### config.mk
export PLATFORM = sky130hd
export DESIGN_NAME = seq_iteration_event_output
export DESIGN_NICKNAME = d
export VERILOG_FILES = /design/src/core/seq_evt_pkg.sv /design/src/core/seq_evt_if.sv /design/src/core/event_line_unit.sv /design/src/core/seq_iteration_event_output.sv
export SDC_FILE = /design/constraint.sdc
export NUM_CORES = 1
export LEC_CHECK = 0
export ABC_CLOCK_PERIOD_IN_PS = 6400
export BUFFER_PORTS_ARGS = -buffer_cell sky130_fd_sc_hd__buf_2
export CAP_MARGIN = 5
export CORE_ASPECT_RATIO = 0.7
export CORE_UTILIZATION = 50
export CTS_CLUSTER_SIZE = 8
export DETAILED_ROUTE_END_ITERATION = 12
export PLACE_DENSITY = 0.73
export SLEW_MARGIN = 10
export SYNTH_ARGS = -nofsm -noshare
export SYNTH_HDL_FRONTEND = slang
export SYNTH_SLANG_ARGS = --single-unit
### constraint.sdc
create_clock -name clk -period 6.4 [get_ports clk]
set_input_delay 1.28 -clock clk [delete_from_list [all_inputs] [get_ports clk]]
set_output_delay 1.28 -clock clk [all_outputs]
set_load 0.02 [all_outputs]
### src/core/seq_evt_pkg.sv
/*
 constants and types of the iteration-complete event output and repeat control.
 assumes a single 125 MHz clock; nothing here holds state.
*/
// Function
// RULE1: the event pulse has a selectable active level, active high after reset.
// RULE2: the pulse width is programmable from the platform minimum (150 ns or 250 ns) up to 1.6 us.
// RULE3: after reset the pulse width is the platform minimum, 150 ns or 250 ns.
// RULE4: the start level setting is used only when the line style is toggle.
// RULE5: in toggle style the line takes the start level at commit and flips when an event comes.
// RULE6: with a low start level the line is low at commit, then high, low, high on each later event.
// RULE7: with a high start level the line is high at commit, then low, high, low on each later event.
// RULE8: the start level defaults to low.
// RULE9: after initiation the sequence runs the programmed count of times, 1 to 134217727, default 1.
// RULE10: with the bounded repeat flag cleared the count is ignored and the sequence repeats without end.
// RULE11: the bounded repeat flag selects finite or endless repeat and is set after reset.
// RULE12: every setting is kept separately for each channel, written one by one or all at once.
// RULE13: pulse style gives one pulse per event, toggle style flips the level per event, pulse is default.
// RULE14: the width is turned into whole clock cycles rounded up, so a pulse is never short.
// RULE15: completed iterations are counted and in finite mode the run stops and done rises at the total.
package seq_evt_pkg;
	localparam int CLK_PERIOD_NS = 8;
	localparam logic [10:0] WIDTH_MIN_PXI_NS  = 11'd150;
	localparam logic [10:0] WIDTH_MIN_PXIE_NS = 11'd250;
	localparam logic [10:0] WIDTH_MAX_NS      = 11'd1600;
	localparam int WIDTH_CYC_W = 8;
	localparam logic [WIDTH_CYC_W-1:0] WIDTH_MIN_PXI_CYC =
		WIDTH_CYC_W'((int'(WIDTH_MIN_PXI_NS) + CLK_PERIOD_NS - 1) / CLK_PERIOD_NS);
	localparam logic [WIDTH_CYC_W-1:0] WIDTH_MIN_PXIE_CYC =
		WIDTH_CYC_W'((int'(WIDTH_MIN_PXIE_NS) + CLK_PERIOD_NS - 1) / CLK_PERIOD_NS);
	localparam int COUNT_W = 27;
	localparam logic [COUNT_W-1:0] LOOP_MIN     = 27'h0000001;
	localparam logic [COUNT_W-1:0] LOOP_MAX     = 27'h7ffffff;
	localparam logic [COUNT_W-1:0] LOOP_DEFAULT = 27'h0000001;
	localparam logic BOUNDED_DEFAULT = 1'b1;
	localparam logic POL_LOW_DEFAULT = 1'b0;

	typedef enum logic {
		STYLE_PULSE  = 1'b0,
		STYLE_TOGGLE = 1'b1
	} event_line_style_t;

	typedef enum logic {
		start_level_low  = 1'b0,
		start_level_high = 1'b1
	} flip_start_level_t;

	typedef enum logic [1:0] {
		SEQ_IDLE = 2'b00,
		SEQ_RUN  = 2'b01,
		SEQ_DONE = 2'b10
	} seq_state_t;
endpackage

### src/core/seq_evt_if.sv
/*
 per-channel link between the control top and one event line unit.
 assumes both ends share the top's clock.
*/
`timescale 1ns/10ps
`default_nettype none
interface seq_evt_if;
	seq_evt_pkg::event_line_style_t          event_line_style;
	seq_evt_pkg::flip_start_level_t          flip_start_level;
	logic                                    pol_low;
	logic [seq_evt_pkg::WIDTH_CYC_W-1:0]     width_cyc;
	logic                                    commit;
	logic                                    fire;
	logic                                    line;

	modport ctl (
		output event_line_style,
		output flip_start_level,
		output pol_low,
		output width_cyc,
		output commit,
		output fire,
		input  line
	);
	modport unit (
		input  event_line_style,
		input  flip_start_level,
		input  pol_low,
		input  width_cyc,
		input  commit,
		input  fire,
		output line
	);
endinterface
`default_nettype wire

### src/core/event_line_unit.sv
/*
 one exported event line: pulse of programmed width and level, or toggling level.
 assumes fire and commit are one-cycle pulses and settings are stable while in use.
*/
`timescale 1ns/10ps
`default_nettype none
module event_line_unit (
	// clock and reset
	input  wire logic clk,
	input  wire logic rst_n,
	// link to control
	seq_evt_if.unit   lnk
);
	logic [seq_evt_pkg::WIDTH_CYC_W-1:0] pulse_cnt_q;
	logic [seq_evt_pkg::WIDTH_CYC_W-1:0] pulse_cnt_d;
	logic                                tog_q;
	logic                                tog_d;
	logic                                line_q;
	logic                                line_d;
	wire logic                           is_toggle;
	wire logic                           pulse_on;

	assign is_toggle   = (lnk.event_line_style == seq_evt_pkg::STYLE_TOGGLE);
	// a new event restarts the pulse for the full width
	assign pulse_cnt_d = (lnk.fire && !is_toggle) ? lnk.width_cyc :                                 // RULE13
		(pulse_cnt_q != '0) ? pulse_cnt_q - 1'b1 : pulse_cnt_q;
	assign pulse_on    = (pulse_cnt_d != '0);
	// start level only counts in toggle style
	assign tog_d       = (lnk.commit && is_toggle) ? (lnk.flip_start_level == seq_evt_pkg::start_level_high) : // RULE4 RULE5 RULE6 RULE7
		(lnk.fire && is_toggle) ? ~tog_q : tog_q;                                                    // RULE5 RULE6 RULE7
	assign line_d      = is_toggle ? tog_d : (pulse_on ^ lnk.pol_low);                              // RULE1 RULE13
	assign lnk.line    = line_q;

	always_ff @(posedge clk) begin
		if (!rst_n) begin
			pulse_cnt_q <= '0;
			tog_q       <= 1'b0; // RULE8
			line_q      <= seq_evt_pkg::POL_LOW_DEFAULT;
		end else begin
			pulse_cnt_q <= pulse_cnt_d;
			tog_q       <= tog_d;
			line_q      <= line_d;
		end
	end
endmodule // event_line_unit
`default_nettype wire

### src/core/seq_iteration_event_output.sv
/*
 iteration-complete event output and sequence repeat control for NUM_CH channels.
 assumes a sequencer pulses iter_done for one cycle per finished iteration and that
 configuration inputs are synchronous to clk.
*/
`timescale 1ns/10ps
`default_nettype none
module seq_iteration_event_output #(
	parameter int NUM_CH           = 4,
	parameter bit EXPRESS_PLATFORM = 1'b0
) (
	// clock and reset
	input  wire logic                                clk,
	input  wire logic                                rst_n,
	// configuration write
	input  wire logic                                cfg_wr,
	input  wire logic [NUM_CH-1:0]                   cfg_ch_sel,
	input  wire logic                                cfg_event_line_style,
	input  wire logic                                cfg_flip_start_level,
	input  wire logic                                cfg_pol_low,
	input  wire logic [10:0]                         cfg_width_ns,
	input  wire logic [seq_evt_pkg::COUNT_W-1:0]     cfg_loop_count,
	input  wire logic                                cfg_bounded_repeat_flag,
	// run control
	input  wire logic [NUM_CH-1:0]                   commit,
	input  wire logic [NUM_CH-1:0]                   initiate,
	input  wire logic [NUM_CH-1:0]                   abort,
	input  wire logic [NUM_CH-1:0]                   iter_done,
	// event lines
	output logic      [NUM_CH-1:0]                   event_line,
	// status
	output logic      [NUM_CH-1:0]                   seq_running,
	output logic      [NUM_CH-1:0]                   seq_done,
	input  wire logic [$clog2(NUM_CH+1)-1:0]         rd_ch,
	output logic      [seq_evt_pkg::COUNT_W-1:0]     rd_iter_count,
	output logic      [seq_evt_pkg::WIDTH_CYC_W-1:0] rd_width_cyc
);
	localparam logic [10:0] WIDTH_MIN_NS = EXPRESS_PLATFORM ?
		seq_evt_pkg::WIDTH_MIN_PXIE_NS : seq_evt_pkg::WIDTH_MIN_PXI_NS;
	localparam logic [seq_evt_pkg::WIDTH_CYC_W-1:0] WIDTH_RST_CYC = EXPRESS_PLATFORM ?
		seq_evt_pkg::WIDTH_MIN_PXIE_CYC : seq_evt_pkg::WIDTH_MIN_PXI_CYC;
	localparam logic [11:0] PERIOD_NS   = 12'(seq_evt_pkg::CLK_PERIOD_NS);
	localparam logic [11:0] ROUND_UP_NS = 12'(seq_evt_pkg::CLK_PERIOD_NS - 1);

	// width and loop count taken into range before they are stored
	wire logic [10:0]                         width_clamped_ns;
	wire logic [11:0]                         width_sum_ns;
	wire logic [11:0]                         width_div;
	wire logic [seq_evt_pkg::WIDTH_CYC_W-1:0] width_wr_cyc;
	wire logic [seq_evt_pkg::COUNT_W-1:0]     loop_wr;

	assign width_clamped_ns = (cfg_width_ns < WIDTH_MIN_NS) ? WIDTH_MIN_NS :           // RULE2
		(cfg_width_ns > seq_evt_pkg::WIDTH_MAX_NS) ? seq_evt_pkg::WIDTH_MAX_NS : cfg_width_ns; // RULE2
	assign width_sum_ns     = {1'b0, width_clamped_ns} + ROUND_UP_NS;                  // RULE14
	assign width_div        = width_sum_ns / PERIOD_NS;                                // RULE14
	assign width_wr_cyc     = width_div[seq_evt_pkg::WIDTH_CYC_W-1:0];
	assign loop_wr          = (cfg_loop_count < seq_evt_pkg::LOOP_MIN) ?
		seq_evt_pkg::LOOP_MIN : cfg_loop_count;                                            // RULE9

	// per-channel settings and state
	seq_evt_pkg::event_line_style_t          style_q   [NUM_CH];
	seq_evt_pkg::flip_start_level_t          start_q   [NUM_CH];
	logic                                    pol_low_q [NUM_CH];
	logic [seq_evt_pkg::WIDTH_CYC_W-1:0]     width_q   [NUM_CH];
	logic [seq_evt_pkg::COUNT_W-1:0]         loop_q    [NUM_CH];
	logic                                    bounded_q [NUM_CH];
	logic [seq_evt_pkg::COUNT_W-1:0]         count_q   [NUM_CH];
	seq_evt_pkg::seq_state_t                 state_q   [NUM_CH];
	logic [seq_evt_pkg::COUNT_W-1:0]         rd_count_q;
	logic [seq_evt_pkg::WIDTH_CYC_W-1:0]     rd_width_q;

	genvar gi;
	generate
		for (gi = 0; gi < NUM_CH; gi++) begin : g_ch
			wire logic                            wr_here;
			wire logic                            run_here;
			wire logic                            iter_here;
			wire logic [seq_evt_pkg::COUNT_W-1:0] count_inc;
			wire logic                            reach_total;
			seq_evt_pkg::seq_state_t              state_d;
			logic [seq_evt_pkg::COUNT_W-1:0]      count_d;

			// each channel has its own copy; a multi-bit select writes several at once
			assign wr_here     = cfg_wr & cfg_ch_sel[gi];                                           // RULE12
			assign run_here    = (state_q[gi] == seq_evt_pkg::SEQ_RUN);
			assign iter_here   = iter_done[gi] & run_here;
			assign count_inc   = count_q[gi] + 1'b1;
			assign reach_total = bounded_q[gi] && (count_inc >= loop_q[gi]);                        // RULE10 RULE15

			always_comb begin
				state_d = state_q[gi];
				count_d = count_q[gi];
				unique case (state_q[gi])
					seq_evt_pkg::SEQ_IDLE,
					seq_evt_pkg::SEQ_DONE: begin
						if (initiate[gi]) begin
							state_d = seq_evt_pkg::SEQ_RUN; // RULE9
							count_d = '0;
						end
					end
					seq_evt_pkg::SEQ_RUN: begin
						if (abort[gi]) begin
							state_d = seq_evt_pkg::SEQ_IDLE;
						end else if (iter_here) begin
							// endless mode lets the count wrap and never stops
							count_d = count_inc; // RULE15
							if (reach_total) begin
								state_d = seq_evt_pkg::SEQ_DONE; // RULE9 RULE15
							end
						end
					end
					default: begin
						state_d = seq_evt_pkg::SEQ_IDLE;
					end
				endcase
			end

			always_ff @(posedge clk) begin
				if (!rst_n) begin
					style_q[gi]   <= seq_evt_pkg::STYLE_PULSE;          // RULE13
					start_q[gi]   <= seq_evt_pkg::start_level_low;      // RULE8
					pol_low_q[gi] <= seq_evt_pkg::POL_LOW_DEFAULT;      // RULE1
					width_q[gi]   <= WIDTH_RST_CYC;                     // RULE3
					loop_q[gi]    <= seq_evt_pkg::LOOP_DEFAULT;         // RULE9
					bounded_q[gi] <= seq_evt_pkg::BOUNDED_DEFAULT;      // RULE11
				end else if (wr_here) begin
					style_q[gi]   <= seq_evt_pkg::event_line_style_t'(cfg_event_line_style);
					start_q[gi]   <= seq_evt_pkg::flip_start_level_t'(cfg_flip_start_level);
					pol_low_q[gi] <= cfg_pol_low;                       // RULE1
					width_q[gi]   <= width_wr_cyc;                      // RULE2
					loop_q[gi]    <= loop_wr;                           // RULE9
					bounded_q[gi] <= cfg_bounded_repeat_flag;           // RULE11
				end
			end

			always_ff @(posedge clk) begin
				if (!rst_n) begin
					state_q[gi] <= seq_evt_pkg::SEQ_IDLE;
					count_q[gi] <= '0;
				end else begin
					state_q[gi] <= state_d;
					count_q[gi] <= count_d;
				end
			end

			// event line generator for this channel
			seq_evt_if lnk ();

			assign lnk.event_line_style = style_q[gi];
			assign lnk.flip_start_level = start_q[gi];
			assign lnk.pol_low          = pol_low_q[gi];
			assign lnk.width_cyc        = width_q[gi];
			assign lnk.commit           = commit[gi];
			assign lnk.fire             = iter_here;           // RULE13
			assign event_line[gi]       = lnk.line;
			assign seq_running[gi]      = run_here;
			assign seq_done[gi]         = (state_q[gi] == seq_evt_pkg::SEQ_DONE); // RULE15

			event_line_unit u_line (
				.clk   (clk),
				.rst_n (rst_n),
				.lnk   (lnk.unit)
			);
		end
	endgenerate

	// status read-back of one channel, registered
	logic [seq_evt_pkg::COUNT_W-1:0]     rd_count_sel;
	logic [seq_evt_pkg::WIDTH_CYC_W-1:0] rd_width_sel;

	always_comb begin
		rd_count_sel = '0;
		rd_width_sel = '0;
		for (int i = 0; i < NUM_CH; i++) begin
			if (rd_ch == ($clog2(NUM_CH+1))'(i)) begin
				rd_count_sel = count_q[i];
				rd_width_sel = width_q[i];
			end
		end
	end

	always_ff @(posedge clk) begin
		if (!rst_n) begin
			rd_count_q <= '0;
			rd_width_q <= '0;
		end else begin
			rd_count_q <= rd_count_sel;
			rd_width_q <= rd_width_sel;
		end
	end

	assign rd_iter_count = rd_count_q;
	assign rd_width_cyc  = rd_width_q;
endmodule // seq_iteration_event_output
`default_nettype wire
Word level (Yosys, flattened, before mapping):

Memory sizes are Yosys's and may differ from the RTL's.
Index checks and enable logic that the tools add are counted.
Widths: inputs -> output; s select.

* mux-type cells: 113
* reductions and logical operators: 37
* order comparisons: 7
* eq/ne operators: 11
* bitwise operators: 48
* $add $sub $neg: 9

Operator list (count)
* $mux 27: 25
* $pmux 27 s2: 4
* $mux 8: 16
* $add 27x1->27 const B: 4
* $ge 27x27->1: 4
* $reduce_bool 8->1: 8
* $mux 1: 42
* $mux 2: 20
* $or 1x1->1: 32
* $sub 8x1->8 const B: 4
* $lt 27x1->1 const B: 1
* $mux 11: 2
* $logic_and 1x1->1: 16
* $pmux 2 s2: 4
* $add 11x3->11 const B: 1
* $gt 11x11->1 const B: 1
* $lt 11x8->1 const B: 1
* $and 1x1->1: 8
* $eq 2x1->1 const B: 4
* $eq 2x2->1 const B: 4
* $logic_not 2->1: 4
* $reduce_or 2->1: 4
* $eq 3x2->1 const B: 2
* $logic_not 1->1: 4
* other kinds (4): 10

* register bits after elaboration: 75
* logic and storage cells: 247
* output and inout bits: 47
* memories kept: 8
* input bits: 68
* bits in writable memories: 272

Memories
* count_q: depth 4, bits a word 27, read ports 4, clocked after memory_dff 0, wr ports 4, line seq_iteration_event_output.sv:67 `logic [seq_evt_pkg::COUNT_W-1:0] count_q [NUM_CH];`
* loop_q: depth 4, bits a word 27, read ports 4, clocked after memory_dff 0, wr ports 4, line seq_iteration_event_output.sv:65 `logic [seq_evt_pkg::COUNT_W-1:0] loop_q [NUM_CH];`
* width_q: depth 4, bits a word 8, read ports 4, clocked after memory_dff 0, wr ports 4, line seq_iteration_event_output.sv:64 `logic [seq_evt_pkg::WIDTH_CYC_W-1:0] width_q [NUM_CH];`
* state_q: depth 4, bits a word 2, read ports 4, clocked after memory_dff 0, wr ports 4, line seq_iteration_event_output.sv:68 `seq_evt_pkg::seq_state_t state_q [NUM_CH];`
* bounded_q: depth 4, bits a word 1, read ports 4, clocked after memory_dff 0, wr ports 4, line seq_iteration_event_output.sv:66 `logic bounded_q [NUM_CH];`
* pol_low_q: depth 4, bits a word 1, read ports 4, clocked after memory_dff 0, wr ports 4, line seq_iteration_event_output.sv:63 `logic pol_low_q [NUM_CH];`
* 2 more memories

Depth between registers and ports, before layout:

Gate-level depths: netlist (run 1).
An unclocked memory read counts as a cell.

* depth in word-level cells: 9
* mapped depth: 16
* gate-level depth less buffers: 15

By module:

From an unflattened synthesis (run 1), not the netlist that was laid out.

* cells, all modules: 2173
* area total of the unflattened synthesis: 19965.4 um2

Modules (own cells, without submodules)
* seq_iteration_event_output: cells an instance 1841, instances 1, area each 17277.8 um2, seq. area each 7677.4 um2
* event_line_unit: cells an instance 83, instances 4, area each 671.9 um2, seq. area each 200.2 um2

Worst setup path before layout (run 1):

No wires, ideal clock.

* path type: reg2reg
* start point: mem count_q[3][0] (netlist name)
* end point: mem state_q[3][1] (netlist name)
* path buffers: 0
* period minus slack after synthesis: 3.356 ns
* cell stages (with the launch flop): 15
* setup slack: 3.044 ns
* required time: 6.284 ns
* setup time: 0.116 ns
* data arrival time: 3.240 ns
* path through: dfxtp_1 -> ha_1 -> and3_1 -> nand4_1 -> nor3_1 -> and3_1 -> xor2_1 -> ha_1 -> a21o_1 -> a21o_1 -> a21oi_1 -> nand3_1 -> nor4_1 -> nor4_1 -> a31o_1

RTL lines (line)
* from (decl): seq_iteration_event_output.sv:67
* to (decl): seq_iteration_event_output.sv:68

==> out/metrics.json, run 1 <==
{
  "overall_global_routing_usage_pct": 27.3,
  "clk_transition_reported_paths_ns": 0.05,
  "floorplan_core_area_mm2": 0.0387,
  "shortest_period_the_worst_path_allows_ns": 3.92,
  "layout_worst_path_cycle_share_pct": 61.3,
  "grt_start_max_net_pins": 53,
  "ant_nets": 0,
  "detail_route.first_pass.iterations": 6,
  "synth_area_leaders": "edfxtp_1, dfxtp_1, ha_1",
  "worst_setup_path_end_kind": "flop",
  "result_of_the_run": "finished, final reports clean",
  "fmax_mhz": 255,
  "pre_cts_ws_ns": 2.51,
  "most_used_cells_in_the_layout_excluding_fill_and_tap_cells": "nor2_1, dfxtp_1, edfxtp_1, nand2_1, and2_1",
  "grt_setup_unrepaired": "no",
  "worstSetupStartpointType": "flop",
  "postSynth.asyncResetShare_pct": 0,
  "power.density_cell_area_mw_per_mm2": 295,
  "synth.yosys.warnings": 0,
  "max_slew_margin_pct": 21.3,
  "rows": 60,
  "clock_skew_ns": 0.0149,
  "cts.htree.levels": 2,
  "path_max_fanout": 7,
  "detailedPlacementHpwl_um": 41100,
  "initial_antenna_violation_count": 0,
  "cts_max_path_buffers": 3,
  "irDropWorstVdd_mv": 0.210,
  "clkSinkCount": 347,
  "fp.dieW_um": 240,
  "place.gp.congestion": 1.01,
  "ios": 115,
  "yosysUniqueCellTypes": 73,
  "postCtsSetupRepairBufs": 0,
  "leakage_nw": 9.10,
  "syn-num-nets": 2385,
  "root_buf_cell": "clkbuf_16",
  "route.final.wire_length_um": 55700,
  "drt-wirelength-per-cell_um": 19.8,
  "synth.yosys.seq_area_share_pct": 42.9,
  "post_synth_inst_count": 2197,
  "start_util_pct": 51.1,
  "synthesis.area_per_instance_um2": 9.00,
  "timing.hold.ws_ns": 0.509,
  "worst_skew_pair_later_pin_latency_ns": 0.55,
  "total_power_mw": 6.48,
  "timing.critical_path.required_ns": 6.84,
  "drive_gt1_share_pct": 8.33,
  "cts_inserted_buffers": 49,
  "synth.ff_latch_count": 347,
  "crit_arrival_ns": 4.36,
  "floorplan.die.height_um": 168,
  "finalSetupTns_ns": 0,
  "nets": 2435,
  "tritoncts": "done",
  "insertedDiodeCount": 0,
  "globalRouteOverflowTotal": 0,
  "areaGrowthSynthToFinish_pct": 11.1,
  "postCtsResizedCells": 0,
  "mostFrequentLayoutCell": "nor2_1",
  "synth_enable_flop_cells": 153,
  "finalHoldViolCount": 0,
  "dr.first_iter.drc_count": 2338,
  "place_inst": 2723,
  "first_pass_grt_wire_length_um": 85800,
  "max_cap_violations": 0,
  "viasPerCell": 5.97,
  "hp-class": "flop to flop",
  "grt_pass1_vias": 15500,
  "timing_worst_slew_pin_value_ns": 1.18,
  "timing_worst_setup_path_type": "flop to flop",
  "placement.io_buffers": 114,
  "synth_top_area_cell": "edfxtp_1",
  "setup-violations-final": 0,
  "timing_max_transition_violations_final": 0,
  "post_cts_hold_buffer_count": 0,
  "fin_ws_ns": 2.48,
  "instances_no_fill": 2809,
  "drc": 0,
  "route.vias.total": 16800,
  "syn_area_mm2": 0.0198,
  "synthDominantCellAreaShare_pct": 23.2,
  "dieArea_mm2": 0.0404,
  "ys.flop_type": "dfxtp_1"
}
## critical path, stage by stage (launching register included)
cell	delay, ns
dfxtp_1	0.44
ha_1	0.28
nand3_1	0.17
or3_1	0.42
nor3b_1	0.60
and3_1	0.31
xor2_1	0.17
ha_1	0.26
a21o_1	0.18
a21o_1	0.17
a21oi_1	0.24
o211ai_1	0.17
o21bai_1	0.19
a31o_1	0.22
## through the flow
step / area (um^2) / utilization [%]
after floorplan: 19800 / -
after global placement: 20600 / 53.3
after detailed placement: 20600 / 53.3
after CTS: 22000 / 56.8
after global routing: 22000 / 56.8
final: 22000 / 56.8
## final cells by class
type                       instances  area, um^2
fill                            3314       16700
inverter                         131         494
sequential                       347        8480
tap                              527         659
clock buffer                      85        1360
timing repair buffer             127         668
multi-input combinational       1591       10300
clock inverter                     1        6.26
## synthesized netlist by cell type, types with 55 or more instances
master    count
nand2_1     140
clkbuf_1    113
xnor2_1      76
edfxtp_1    153
ha_1        120
inv_1       129
dfxtp_1     194
xor2_1       55
and2_1      136
a21oi_1     124
nand3_1      69
nor2_1      232
## per-layer routing
layer	track usage [%]	vias up	routed length, um
li1	-	7919	-
met1	40.9	7957	25100
met2	39.4	780	23500
met3	5.39	123	5570
met4	8.19	0	1540
met5	0	-	0
## flip-flops by register name, indices dropped and copies added (netlist names), 8 cells and up
name	flops
count_q	108
rd_width_cyc	8
rd_iter_count	27
width_q	32
state_q	8
g_ch.u_line.pulse_cnt_q	32
loop_q	108
## cell families after synthesis
logic type,count (synthesis),synth area share (%)
muxes,4,0.203
and+or+nand+nor,885,23.2
DFF,347,42.9
adders and majority gates,120,7.59
AOI/OAI and AO/OA,451,15.1
buffers and inverters,259,5.16
xor gates and xnor gates,131,5.80
## power breakdown
group / switching (mW) / internal (mW)
logic: 0.841 / 0.575
clock network: 0.950 / 1.42
registers: 0.176 / 2.51
## worst paths after layout
| path | depth (start not counted) | end | slack [ns] | start |
|---|---|---|---|---|
| max | 13 | state_q[0][1] | 2.48 | count_q[0][0] |
| min | 2 | count_q[1][26] | 0.51 | count_q[1][26] |
| max reg2reg | 13 | state_q[0][1] | 2.48 | count_q[0][0] |
| min reg2reg | 2 | count_q[1][26] | 0.51 | count_q[1][26] |
Note: power is estimated with default switching activity, not from simulation.
==> run 2, diff against run 1 <==
--- a/config.mk
+++ b/config.mk
@@ -5,14 +5,14 @@
 export SDC_FILE = /design/constraint.sdc
 export NUM_CORES = 1
 export LEC_CHECK = 0
-export ABC_CLOCK_PERIOD_IN_PS = 6400
+export ABC_CLOCK_PERIOD_IN_PS = 3450
 export BUFFER_PORTS_ARGS = -buffer_cell sky130_fd_sc_hd__buf_2
 export CAP_MARGIN = 5
 export CORE_ASPECT_RATIO = 0.7
 export CORE_UTILIZATION = 50
 export CTS_CLUSTER_SIZE = 8
 export DETAILED_ROUTE_END_ITERATION = 12
-export PLACE_DENSITY = 0.73
+export PLACE_DENSITY = 0.76
 export SLEW_MARGIN = 10
 export SYNTH_ARGS = -nofsm -noshare
 export SYNTH_HDL_FRONTEND = slang
==> constraint.sdc (replaced) <==
create_clock -name clk -period 3.45 [get_ports clk]
set_input_delay 0.69 -clock clk [delete_from_list [all_inputs] [get_ports clk]]
set_output_delay 0.69 -clock clk [all_outputs]
set_load 0.02 [all_outputs]
==> run 2 against run 1 <==
Effect of this change: global-route usage increased by 0.50 points; first-iteration DRC count is 5.5% lower; flip-flop and latch count did not move; sequential power increased by 86%; clock power rose by 91%; sequential share of layout area is 0.95 points lower; core utilization rose by 1.5 points; critical path depth grew 1; register-to-register slack got worse by 2.3 ns; combinational power up 87%; design area rose by 2.6%; largest power group unchanged.
==> out/metrics.json, run 2 (synthesized netlist as in run 1, its figures left out) <==
{
  "route.vias.total": 17100,
  "dieArea_mm2": 0.0404,
  "crit_arrival_ns": 3.80,
  "ant_nets": 0,
  "detail_route.first_pass.iterations": 6,
  "clkSinkCount": 347,
  "place_inst": 2777,
  "most_used_cells_in_the_layout_excluding_fill_and_tap_cells": "nor2_1, dfxtp_1, edfxtp_1, nand2_1, and2_1",
  "rows": 60,
  "grt_start_max_net_pins": 75,
  "worst_skew_pair_later_pin_latency_ns": 0.57,
  "grt_pass1_vias": 15900,
  "initial_antenna_violation_count": 0,
  "timing_max_transition_violations_final": 0,
  "finalCoreUtilization_pct": 58.3,
  "timing_worst_slew_pin_value_ns": 1.12,
  "mostFrequentLayoutCell": "nor2_1",
  "reg.largest.list": "count_q (108), loop_q (108)",
  "timing.critical_path.slowest_cell_delay_ns": 0.43,
  "post_cts_hold_buffer_count": 0,
  "worstSetupStartpointType": "flop",
  "drt-wirelength-per-cell_um": 19.8,
  "setup-violations-final": 0,
  "start_util_pct": 51.1,
  "leakage_nw": 9.44,
  "fp.dieW_um": 240,
  "seqCellArea_mm2": 0.00848,
  "worst_setup_path_end_kind": "flop",
  "max_slew_margin_pct": 25.2,
  "floorplan.die.height_um": 168,
  "layout_worst_path_cycle_share_pct": 95.8,
  "ios": 115,
  "detailedPlacementHpwl_um": 41100,
  "timing.hold.ws_ns": 0.421,
  "root_buf_cell": "clkbuf_16",
  "finalInstanceArea_mm2": 0.0225,
  "critPathSlowestCell": "dfxtp_1",
  "clk_transition_reported_paths_ns": 0.05,
  "route.final.wire_length_um": 56800,
  "placement.io_buffers": 114,
  "drc": 0,
  "first_pass_grt_wire_length_um": 87600,
  "timing_worst_setup_path_type": "flop to flop",
  "dr.first_iter.drc_count": 2209,
  "result_of_the_run": "finished, final reports clean",
  "dpl-instance-area_mm2": 0.0210,
  "instances_no_fill": 2866,
  "fmax_mhz": 302,
  "drive_gt1_share_pct": 11.6,
  "areaGrowthSynthToFinish_pct": 14.0,
  "path_max_fanout": 6,
  "floorplan_core_area_mm2": 0.0387,
  "max_cap_violations": 0,
  "timing.critical_path.required_ns": 3.95,
  "total_power_mw": 12.2,
  "clock_skew_ns": 0.0183,
  "hp-class": "input pin to flop",
  "viasPerCell": 5.96,
  "tritoncts": "done",
  "cts_inserted_buffers": 49,
  "multi_input_comb_area_mm2": 0.0104,
  "globalRouteOverflowTotal": 0,
  "overall_global_routing_usage_pct": 27.8,
  "power.density_cell_area_mw_per_mm2": 539,
  "cts_max_path_buffers": 3,
  "nets": 2491,
  "cts.htree.levels": 2,
  "timing.critical_path.cells": "and4_1 > nand3_1 > nor4_1 > buf_4 > nand2_1 > xnor2_1 > ha_1 > a21o_1 > a21o_1 > a21oi_1 > nand3_1 > nor3_1 > buf_4 > o221a_1",
  "place.gp.congestion": 0.942,
  "irDropWorstVdd_mv": 0.408,
  "shortest_period_the_worst_path_allows_ns": 3.31,
  "nFillCells": 3322,
  "finalHoldViolCount": 0
}
run 2: path summary, 6_finish.rpt:
check,start,end,slack (ns),depth (start not counted)
setup / recovery,count_q[1][6],state_q[1][0],0.14,14
hold / removal,initiate[1],state_q[1][1],0.42,3
setup reg to reg,count_q[1][6],state_q[1][0],0.14,14
hold reg to reg,start_q[2],start_q[2],0.48,1
run 2: power breakdown:
| group | internal [mW] | switching, mW |
|---|---|---|
| combinational | 1.08 | 1.57 |
| clock | 2.72 | 1.80 |
| sequential | 4.66 | 0.321 |
| total | 8.46 | 3.69 |
run 2: per-layer routing:
metal / track usage [%] / wire [um] / vias up
li1: - / - / 8030
met1: 41.3 / 25600 / 8107
met2: 40.6 / 24000 / 839
met3: 5.94 / 5810 / 98
met4: 7.44 / 1380 / 0
met5: 0 / 0 / -
run 2: area by class of cell:
| cell class | count | area share [%] |
|---|---|---|
| Antenna cell | 1 | 0.0111 |
| Clock buffer | 84 | 6.21 |
| Clock inverter | 2 | 0.0611 |
| Inverter | 131 | 2.19 |
| Multi-Input combinational cell | 1591 | 46.1 |
| Sequential cell | 347 | 37.7 |
| Tap cell | 527 | 2.93 |
| Timing Repair Buffer | 183 | 4.89 |
run 2: per-stage QoR:
step           setup TNS, ns  setup WS, ns
4_1_cts                    0        0.0121
2_1_floorplan              0        0.0940
3_5_place_dp               0        0.0242
6_report                   0         0.144
3_3_place_gp               0         0.148
5_1_grt              -0.0264       -0.0184
run 2: repair_timing:
| action | CTS | global route |
|---|---|---|
| gates resized for setup | 0 | 25 |
| hold endpoints to repair | 0 | 0 |
| setup endpoints to repair | 0 | 8 |
| setup buffers | 0 | 2 |
run 2: worst max-delay path: cells and delay by family (launching register included):
kind	cells	cell delay, ns
AOI/OAI and AO/OA	4	0.78
xor gates and xnor gates	1	0.20
adders and majority gates	1	0.28
buffers and inverters	2	0.37
DFF	1	0.43
and+or+nand+nor	6	1.21
